`src/cicr_pkg.sv`:
```
package cicr_pkg;
    localparam int PINS = 8;
    localparam int ADDR_W = 5;
    localparam int EVT_N = 3;
    // byte addresses of the register words
    localparam logic [4:0] CTRL_OFS = 5'h00;
    localparam logic [4:0] EDGE_OFS = 5'h04;
    localparam logic [4:0] PCF_OFS = 5'h08;
    localparam logic [4:0] PCEN_OFS = 5'h0c;
    localparam logic [4:0] STAT_OFS = 5'h10;
    localparam logic [4:0] MASK_OFS = 5'h14;
    // interrupt_control bit positions
    localparam int GIE_BIT = 7;
    localparam int PERIPHERAL_GROUP_ENABLE_BIT = 6;
    localparam int T0IE_BIT = 5;
    localparam int INTE_BIT = 4;
    localparam int PIN_CHANGE_IRQ_ENABLE_BIT = 3;
    localparam int T0IF_BIT = 2;
    localparam int EXT_PIN_IRQ_FLAG_BIT = 1;
    localparam int PIN_CHANGE_SUMMARY_FLAG_BIT = 0;
    localparam int EDGE_BIT = 0;
    // event status / mask bit positions
    localparam int EVT_T0 = 0;
    localparam int EVT_EXT = 1;
    localparam int EVT_PC = 2;
    // reset values
    localparam logic [7:0] CTRL_RST = 8'h00;
    localparam logic EDGE_RST = 1'b0;
    localparam logic [7:0] PCF_RST = 8'h00;
    localparam logic [7:0] PCEN_RST = 8'h00;
    localparam logic [2:0] STAT_RST = 3'h0;
    localparam logic [2:0] MASK_RST = 3'h0;
    localparam logic [15:0] VECTOR_ADDR = 16'h0004;

    typedef struct packed {
        logic global_irq_enable;
        logic peripheral_group_enable;
        logic t0ie;
        logic inte;
        logic pin_change_irq_enable;
        logic t0if;
        logic ext_pin_irq_flag;
        logic pin_change_summary_flag;
    } cicr_ctrl_type;

    typedef enum logic [2:0] {
        BUS_IDLE = 3'b001,
        BUS_ACK = 3'b010,
        BUS_DONE = 3'b100
    } cicr_bus_state_type;
endpackage

```
`src/cicr_core.sv`:
```
// The register addresses and the Avalon-MM interface to the registers were left to the implementer.
`timescale 1ns/1ps
// Overview of operation
// - Global enable (bit 7) lets every enabled source request a vector; when clear nothing does.
// - Peripheral group enable (bit 6) passes enabled peripheral requests or blocks them all.
// - Bit 5 enables the timer0 overflow interrupt.
// - Bit 4 enables the external pin interrupt.
// - Bit 2 is set on timer0 overflow or by a software write of one, and a software write of zero clears it.
// - Bit 0 reads one while at least one monitored pin has a recorded change.
// - Bit 0 reads zero with no recorded pin change and ignores software writes.
// - Every bit of interrupt_control resets to zero on every reset.
// - Edge select one picks rising edges, zero falling edges, for the external pin flag.
// - Each flag is set by its event regardless of the interrupt_control enable bits; pin change flags only for pins set in pin_en_reg.
// - Bit 0 clears itself only when all per-pin change flags have been cleared.
// - A set flag with its enable and global enable makes the core vector to address 0004h.
module cicr_core #(
    parameter int PINS = 8
) (
    input wire logic ref_clk,
    input wire logic sys_rst,
    input wire logic [cicr_pkg::ADDR_W-1:0] avs_address,
    input wire logic avs_read,
    input wire logic avs_write,
    input wire logic [31:0] avs_writedata,
    input wire logic [3:0] avs_byteenable,
    output logic [31:0] avs_readdata,
    output logic avs_waitrequest,
    input wire logic timer0_overflow,
    input wire logic ext_irq_pin,
    input wire logic [PINS-1:0] port_pins,
    input wire logic peripheral_irq,
    input wire logic core_vector_taken,
    input wire logic core_return,
    output logic vector_request,
    output logic [15:0] vector_address,
    output logic irq
);
    import cicr_pkg::*;

    cicr_bus_state_type bus_state_reg;
    cicr_ctrl_type ctrl_reg;
    logic edge_sel_reg;
    logic [PINS-1:0] pin_en_reg;
    logic [EVT_N-1:0] status_reg;
    logic [EVT_N-1:0] mask_reg;
    logic ext_rise;
    logic ext_fall;
    logic [PINS-1:0] pin_rise;
    logic [PINS-1:0] pin_fall;
    logic [PINS-1:0] pc_flags;
    logic pc_summary;
    logic pc_new;
    logic wr_take;
    logic rd_start;
    logic ext_evt;
    logic any_src;
    logic [EVT_N-1:0] evt_vec;
    logic [PINS-1:0] pc_clear;
    logic [31:0] read_word;
    logic ctrl_wr;
    logic pcf_wr;
    logic stat_wr;

    function automatic logic hit(input logic [ADDR_W-1:0] addr, input logic [4:0] ofs);
        hit = (addr[ADDR_W-1:2] == ofs[4:2]);
    endfunction

    cicr_sync3 #(.W(1)) u_ext_sync (
        .ref_clk(ref_clk),
        .sys_rst(sys_rst),
        .async_in(ext_irq_pin),
        .level_reg(),
        .rise_reg(ext_rise),
        .fall_reg(ext_fall)
    );

    cicr_sync3 #(.W(PINS)) u_pin_sync (
        .ref_clk(ref_clk),
        .sys_rst(sys_rst),
        .async_in(port_pins),
        .level_reg(),
        .rise_reg(pin_rise),
        .fall_reg(pin_fall)
    );

    cicr_pin_change #(.PINS(PINS)) u_pin_change (
        .ref_clk(ref_clk),
        .sys_rst(sys_rst),
        .pin_enable(pin_en_reg),
        .pin_toggle(pin_rise | pin_fall),
        .clear_mask(pc_clear),
        .flags_reg(pc_flags),
        .summary_reg(pc_summary),
        .change_evt_reg(pc_new)
    );

    // bus: request seen in idle, acknowledged one cycle later, then one
    // dead cycle so a held request is never taken twice
    always_ff @(posedge ref_clk) begin
        if (sys_rst) begin
            bus_state_reg <= BUS_IDLE;
        end else begin
            case (bus_state_reg)
                BUS_IDLE: begin
                    if (avs_read || avs_write) begin
                        bus_state_reg <= BUS_ACK;
                    end
                end
                BUS_ACK: bus_state_reg <= BUS_DONE;
                BUS_DONE: bus_state_reg <= BUS_IDLE;
                default: bus_state_reg <= BUS_IDLE;
            endcase
        end
    end

    always_ff @(posedge ref_clk) begin
        if (sys_rst) begin
            avs_waitrequest <= 1'b1;
        end else begin
            avs_waitrequest <= !((bus_state_reg == BUS_IDLE) && (avs_read || avs_write));
        end
    end

    always_comb begin
        wr_take = (bus_state_reg == BUS_ACK) && avs_write && avs_byteenable[0];
        rd_start = (bus_state_reg == BUS_IDLE) && avs_read;
        ctrl_wr = wr_take && hit(avs_address, CTRL_OFS);
        pcf_wr = wr_take && hit(avs_address, PCF_OFS);
        stat_wr = wr_take && hit(avs_address, STAT_OFS);
        ext_evt = edge_sel_reg ? ext_rise : ext_fall;
        evt_vec = '0;
        evt_vec[EVT_T0] = timer0_overflow;
        evt_vec[EVT_EXT] = ext_evt;
        evt_vec[EVT_PC] = pc_new;
        pc_clear = '0;
        if (wr_take && hit(avs_address, PCF_OFS)) begin
            pc_clear = avs_writedata[PINS-1:0];
        end
    end

    // unmapped words read as zero
    always_comb begin
        read_word = 32'h0000_0000;
        if (hit(avs_address, CTRL_OFS)) begin
            read_word[7:0] = ctrl_reg;
        end else if (hit(avs_address, EDGE_OFS)) begin
            read_word[EDGE_BIT] = edge_sel_reg;
        end else if (hit(avs_address, PCF_OFS)) begin
            read_word[PINS-1:0] = pc_flags;
        end else if (hit(avs_address, PCEN_OFS)) begin
            read_word[PINS-1:0] = pin_en_reg;
        end else if (hit(avs_address, STAT_OFS)) begin
            read_word[EVT_N-1:0] = status_reg;
        end else if (hit(avs_address, MASK_OFS)) begin
            read_word[EVT_N-1:0] = mask_reg;
        end
    end

    always_ff @(posedge ref_clk) begin
        if (sys_rst) begin
            avs_readdata <= 32'h0000_0000;
        end else if (rd_start) begin
            avs_readdata <= read_word;
        end
    end

    // interrupt_control: software writes first, hardware events last so a
    // set in the clearing cycle wins
    always_ff @(posedge ref_clk) begin
        if (sys_rst) begin
            ctrl_reg <= CTRL_RST;
        end else begin
            if (wr_take && hit(avs_address, CTRL_OFS)) begin
                ctrl_reg.global_irq_enable <= avs_writedata[GIE_BIT];
                ctrl_reg.peripheral_group_enable <= avs_writedata[PERIPHERAL_GROUP_ENABLE_BIT];
                ctrl_reg.t0ie <= avs_writedata[T0IE_BIT];
                ctrl_reg.inte <= avs_writedata[INTE_BIT];
                ctrl_reg.pin_change_irq_enable <= avs_writedata[PIN_CHANGE_IRQ_ENABLE_BIT];
                ctrl_reg.t0if <= avs_writedata[T0IF_BIT];
                ctrl_reg.ext_pin_irq_flag <= avs_writedata[EXT_PIN_IRQ_FLAG_BIT];
            end
            // core clears the global enable on entry and sets it on return
            if (core_vector_taken) begin
                ctrl_reg.global_irq_enable <= 1'b0;
            end
            if (core_return) begin
                ctrl_reg.global_irq_enable <= 1'b1;
            end
            if (timer0_overflow) begin
                ctrl_reg.t0if <= 1'b1;
            end
            if (ext_evt) begin
                ctrl_reg.ext_pin_irq_flag <= 1'b1;
            end
            // read-only summary, follows the per-pin flags
            ctrl_reg.pin_change_summary_flag <= pc_summary;
        end
    end

    always_ff @(posedge ref_clk) begin
        if (sys_rst) begin
            edge_sel_reg <= EDGE_RST;
            pin_en_reg <= PINS'(PCEN_RST);
            mask_reg <= MASK_RST;
        end else if (wr_take) begin
            if (hit(avs_address, EDGE_OFS)) begin
                edge_sel_reg <= avs_writedata[EDGE_BIT];
            end
            if (hit(avs_address, PCEN_OFS)) begin
                pin_en_reg <= avs_writedata[PINS-1:0];
            end
            if (hit(avs_address, MASK_OFS)) begin
                mask_reg <= avs_writedata[EVT_N-1:0];
            end
        end
    end

    // sticky event status, write one to clear, set beats clear
    always_ff @(posedge ref_clk) begin
        if (sys_rst) begin
            status_reg <= STAT_RST;
        end else if (wr_take && hit(avs_address, STAT_OFS)) begin
            status_reg <= (status_reg & ~avs_writedata[EVT_N-1:0]) | evt_vec;
        end else begin
            status_reg <= status_reg | evt_vec;
        end
    end

    always_ff @(posedge ref_clk) begin
        if (sys_rst) begin
            irq <= 1'b0;
        end else begin
            irq <= |(status_reg & mask_reg);
        end
    end

    // peripheral requests pass only through the group enable
    always_comb begin
        any_src = (ctrl_reg.t0ie && ctrl_reg.t0if)
            || (ctrl_reg.inte && ctrl_reg.ext_pin_irq_flag)
            || (ctrl_reg.pin_change_irq_enable && ctrl_reg.pin_change_summary_flag)
            || (ctrl_reg.peripheral_group_enable && peripheral_irq);
    end

    // the request drops as soon as the core takes the vector
    always_ff @(posedge ref_clk) begin
        if (sys_rst) begin
            vector_request <= 1'b0;
            vector_address <= 16'h0000;
        end else begin
            vector_request <= ctrl_reg.global_irq_enable && any_src && !core_vector_taken;
            vector_address <= VECTOR_ADDR;
        end
    end
endmodule

```
`src/cicr_sync3.sv`:
```
`timescale 1ns/1ps
module cicr_sync3 #(
    parameter int W = 1
) (
    input wire logic ref_clk,
    input wire logic sys_rst,
    input wire logic [W-1:0] async_in,
    output logic [W-1:0] level_reg,
    output logic [W-1:0] rise_reg,
    output logic [W-1:0] fall_reg
);
    logic [W-1:0] s1_reg;
    logic [W-1:0] s2_reg;
    logic [W-1:0] s3_reg;

    always_ff @(posedge ref_clk) begin
        if (sys_rst) begin
            s1_reg <= '0;
            s2_reg <= '0;
            s3_reg <= '0;
        end else begin
            s1_reg <= async_in;
            s2_reg <= s1_reg;
            s3_reg <= s2_reg;
        end
    end

    // a change counts only once the second and third stage agree
    genvar i;
    generate
        for (i = 0; i < W; i++) begin : g_bit
            always_ff @(posedge ref_clk) begin
                if (sys_rst) begin
                    level_reg[i] <= 1'b0;
                    rise_reg[i] <= 1'b0;
                    fall_reg[i] <= 1'b0;
                end else begin
                    rise_reg[i] <= (s2_reg[i] == s3_reg[i]) && s3_reg[i] && !level_reg[i];
                    fall_reg[i] <= (s2_reg[i] == s3_reg[i]) && !s3_reg[i] && level_reg[i];
                    if (s2_reg[i] == s3_reg[i]) begin
                        level_reg[i] <= s3_reg[i];
                    end
                end
            end
        end
    endgenerate
endmodule

```
`src/cicr_pin_change.sv`:
```
`timescale 1ns/1ps
module cicr_pin_change #(
    parameter int PINS = 8
) (
    input wire logic ref_clk,
    input wire logic sys_rst,
    input wire logic [PINS-1:0] pin_enable,
    input wire logic [PINS-1:0] pin_toggle,
    input wire logic [PINS-1:0] clear_mask,
    output logic [PINS-1:0] flags_reg,
    output logic summary_reg,
    output logic change_evt_reg
);
    import cicr_pkg::*;
    logic [PINS-1:0] set_vec;
    logic [PINS-1:0] flags_next;

    // a toggle in the clearing cycle survives: set beats clear
    always_comb begin
        set_vec = pin_toggle & pin_enable;
        flags_next = (flags_reg & ~clear_mask) | set_vec;
    end

    always_ff @(posedge ref_clk) begin
        if (sys_rst) begin
            flags_reg <= PINS'(PCF_RST);
            summary_reg <= 1'b0;
            change_evt_reg <= 1'b0;
        end else begin
            flags_reg <= flags_next;
            summary_reg <= |flags_next;
            change_evt_reg <= |set_vec;
        end
    end
endmodule

```
`config.mk`:
```
export PLATFORM = sky130hd
export DESIGN_NAME = cicr_core
export DESIGN_NICKNAME = d
export VERILOG_FILES = /design/src/cicr_pkg.sv /design/src/cicr_core.sv /design/src/cicr_sync3.sv /design/src/cicr_pin_change.sv
export SDC_FILE = /design/constraint.sdc
export NUM_CORES = 1
export LEC_CHECK = 0
export BUFFER_PORTS_ARGS = -buffer_cell sky130_fd_sc_hd__buf_2
export CAP_MARGIN = 10
export CORE_MARGIN = 10
export CORE_UTILIZATION = 53
export CTS_CLUSTER_DIAMETER = 60
export DETAILED_ROUTE_END_ITERATION = 12
export PLACE_DENSITY = 0.76
export SLEW_MARGIN = 40
export SYNTH_ARGS = -nofsm -noshare
export SYNTH_HDL_FRONTEND = slang
export SYNTH_SLANG_ARGS = --single-unit
```
`constraint.sdc`:
```
create_clock -name ref_clk -period 2.25 [get_ports ref_clk]
set_input_delay 0.3375 -clock ref_clk [delete_from_list [all_inputs] [get_ports ref_clk]]
set_output_delay 0.3375 -clock ref_clk [all_outputs]
set_load 0.1 [all_outputs]
```
==> flow_metrics.py <==
metrics = {
    "yosys": {
        "async_flop_share_pct": 0,
        "synth-edff-count": 0,
        "synth_cell_type_count": 44,
        "avgSynthCellArea_um2": 9.84,
        "ys_seq_area_share_pct": 48.3,
        "synth_compound_area_share_pct": 10.4,
        "synthAdderAreaFrac_pct": 5.33,
        "ys_seq_elements": 102,
        "synth_mux_area_share_pct": 8.52,
        "yosysWarnings": 0,
        "synth-main-ff-cell": "dfxtp_1",
        "syn_inst": 430,
        "synth_xor_area_share_pct": 0,
        "synth_area_mm2": 0.00423,
        "synth_top_family_by_area": "simple AND/OR/NAND/NOR gates",
        "synth_simple_gate_area_share_pct": 15.7,
    },
    "timing": {
        "rsz0062_at_grt": "no",
        "clock.fmax_mhz": 532,
        "setup-tns-final_ns": 0,
        "fin_ws_ns": 0.370,
        "finalMaxSlewViolations": 0,
        "fin_worst_skew_ns": 0.00726,
        "maxSlewHeadroom_pct": 62.4,
        "setup_viol": 0,
        "tightest_slew_ns": 0.560,
        "fin_crit_ns": 1.88,
        "hold_violations": 0,
        "fin_crit_sh_pct": 83.6,
    },
    "grt": {
        "grt_pass1_vias": 2841,
        "antenna_found_initial": 0,
        "grt_pass1_wl_um": 13200,
        "grt_max_degree": 43,
        "grt_overflow": 0,
        "track_usage_pct": 13.7,
    },
    "clock_tree": {
        "htreeDepth": 3,
        "ctsResizeCount": 0,
        "ctsRootBufferMaster": "clkbuf_8",
        "cts_buffer_depth": 2,
        "cts_buffers": 9,
        "clk_latency_ns": 0.36,
        "cts_sinks": 102,
        "cts_setup_buffers": 0,
        "path_clk_slew_ns": 0.10,
        "postCtsHoldBufs": 0,
        "cts_tree": "done",
    },
    "pwr": {
        "ir_worst_vdd_uv": 337,
        "clkPwrFrac_pct": 32.7,
        "switching_share_pct": 31.1,
        "sequentialPowerShare_pct": 52.4,
        "powerDensity_mw_per_mm2": 774,
        "power_frac_comb_pct": 14.9,
        "leakagePower_nw": 1.93,
        "power_switching_mw": 1.11,
        "intPower_mw": 2.45,
    },
    "floorplan": {
        "rows": 32,
        "die_h_um": 109,
        "die_x_um": 109,
        "dieArea_mm2": 0.0120,
        "ios": 109,
        "coreArea_mm2": 0.00773,
        "initial_core_util_pct": 54.7,
    },
    "worst_setup_path": {
        "required_ns": 2.51,
        "cp-endpoint": "pin_en_reg[6]$_SDFFE_PP0P_",
        "crit_path_end_kind": "flop",
        "reg2reg_depth": 5,
        "r2r_end": "pin_en_reg[6]$_SDFFE_PP0P_",
        "ff2ff_setup_slack_ns": 0.37,
        "cp-start-kind": "flop",
        "timing.rr.start": "bus_state_reg[1]$_SDFFE_PP0P_",
        "worst-path-max-fanout": 6,
        "crit_start": "bus_state_reg[1]$_SDFFE_PP0P_",
        "crit_type": "flop to flop",
        "worstPathArrival_ns": 2.14,
    },
    "place": {
        "numPortBuffers": 40,
        "gp_congestion": 0.832,
        "place_ws_ns": 0.344,
        "hpwl_um": 6200,
    },
    "flow_run": {
        "maxCapViolCount": 0,
    },
    "route": {
        "drt_wl_total_um": 8290,
        "drtAntennaViolNets": 0,
        "vias": 2924,
        "first_pass_iters": 4,
        "wire_per_inst_um": 14.4,
        "drcViolationCount": 0,
        "vias_per_cell": 5.09,
        "drtIter0Drc": 70,
    },
    "cells_and_area": {
        "drive_gt1_share_pct": 14.2,
        "num_antenna_cells": 0,
        "fin_nets": 543,
        "nFillCells": 669,
        "area_growth_pct": 8.67,
        "utilization_pct": 59.5,
    },
    "run_status": {
        "run_status": "finished clean",
    },
    "min_path": {
        "hold_class": "input port to flop",
    },
}
## critical path, cell delays in order, from the launching register on
cell and delay, ns:
dfxtp_1 0.37, or3b_1 0.50, nor4_4 0.41, buf_4 0.24, mux2i_1 0.20, nor2_1 0.06
## area by class of cell
| class | count | area (um2) | share of cell area (%) |
|---|---|---|---|
| Sequential cell | 102 | 2040 | 44.4 |
| Tap cell | 102 | 128 | 2.78 |
| Timing Repair Buffer | 46 | 258 | 5.61 |
| Clock inverter | 7 | 80.1 | 1.74 |
| Multi-Input combinational cell | 274 | 1840 | 40.0 |
| Inverter | 34 | 128 | 2.78 |
| Clock buffer | 9 | 124 | 2.70 |
## cell usage after synthesis, types with 3 or more instances
| master | number | area share, % |
|---|---|---|
| dfxtp_1 | 102 | 48 |
| nor2_1 | 50 | 4.4 |
| buf_4 | 39 | 6.9 |
| mux2i_1 | 36 | 8.5 |
| inv_1 | 34 | 3.0 |
| nor2b_1 | 21 | 3.1 |
| ha_1 | 18 | 5.3 |
| clkbuf_1 | 14 | 1.2 |
| a21oi_1 | 12 | 1.4 |
| o21ai_0 | 11 | 1.3 |
| and3_1 | 9 | 1.3 |
| nor3b_1 | 9 | 1.6 |
| o31ai_1 | 8 | 1.4 |
| a221oi_1 | 5 | 1.0 |
| a22oi_1 | 5 | 0.89 |
| nand2_1 | 5 | 0.44 |
| nor4_1 | 5 | 0.74 |
| o2bb2ai_1 | 5 | 1.0 |
| buf_1 | 4 | 0.35 |
| a22o_1 | 3 | 0.62 |
| a311oi_1 | 3 | 0.62 |
| nor4b_1 | 3 | 0.62 |
## power groups by stage
stage	combinational, mW	sequential [mW]	clock, mW
after floorplan	0.463	1.94	0
after global placement	0.519	1.90	0
after detailed placement	0.526	1.91	0
after CTS	0.527	1.87	1.19
after global routing	0.559	1.87	1.26
final	0.529	1.86	1.16
## cell families (layout without fill, tap and decap cells)
logic type,after synthesis,after routing
flip-flops,102,102
multiplexers,36,36
AND/OR/NAND/NOR,119,119
other,1,39
AO/OA/AOI/OAI,62,62
buffers and inverters,92,96
adder cells (fa/ha/maj),18,18
## metrics by stage
stage	power, mW	instances	instance area [um2]	hold WS (ns)
6_report	3.56	574	4600	0.155
5_1_grt	3.69	574	4600	0.152
4_1_cts	3.59	574	4600	0.140
3_5_place_dp	2.43	558	4390	0.421
3_3_place_gp	2.42	558	4390	0.417
2_1_floorplan	2.41	468	4370	0.412
## worst min-delay path by stage
stage                                      startpoint                               to  slack, ns  depth (start not counted)
finish                              core_vector_taken        vector_request$_SDFF_PP0_       0.15                          2
global placement      u_pin_sync.s1_reg[0]$_SDFF_PP0_  u_pin_sync.s2_reg[0]$_SDFF_PP0_       0.42                          1
global route                        core_vector_taken        vector_request$_SDFF_PP0_       0.15                          2
detailed placement    u_pin_sync.s1_reg[1]$_SDFF_PP0_  u_pin_sync.s2_reg[1]$_SDFF_PP0_       0.42                          1
CTS                                 core_vector_taken        vector_request$_SDFF_PP0_       0.14                          2
floorplan           u_ext_sync.level_reg$_SDFFE_PP0N_   u_ext_sync.rise_reg$_SDFF_PP0_       0.41                          1
## per-layer routing
metal	vias up	track usage [%]	share of wire, %
li1	1461	-	-
met1	1373	16.2	43
met2	75	23.5	49
met3	15	2.93	6.6
met4	0	5.95	1.7
met5	-	0	0
## cell usage in the layout, fill, tap and decap left out, types with 2 or more instances in the layout
cell type	instances
clkbuf_8	9
nand2_1	5
nor4b_1	3
mux2i_1	36
ha_1	18
a21oi_1	12
nand2b_1	2
o41ai_1	2
nand3b_1	2
nor3b_1	9
buf_4	5
o21ai_0	11
and3_1	9
o31ai_1	8
nor4_4	2
buf_2	40
o22ai_1	2
o2bb2ai_1	5
nor4_1	5
a221oi_1	5
a22o_1	3
clkinv_4	2
a311oi_1	3
nand4_1	2
dfxtp_1	102
nand3_1	2
a22oi_1	5
nor2_1	50
conb_1	39
inv_1	34
nor2b_1	21
No activity file was read; power rests on OpenSTA's default activity.
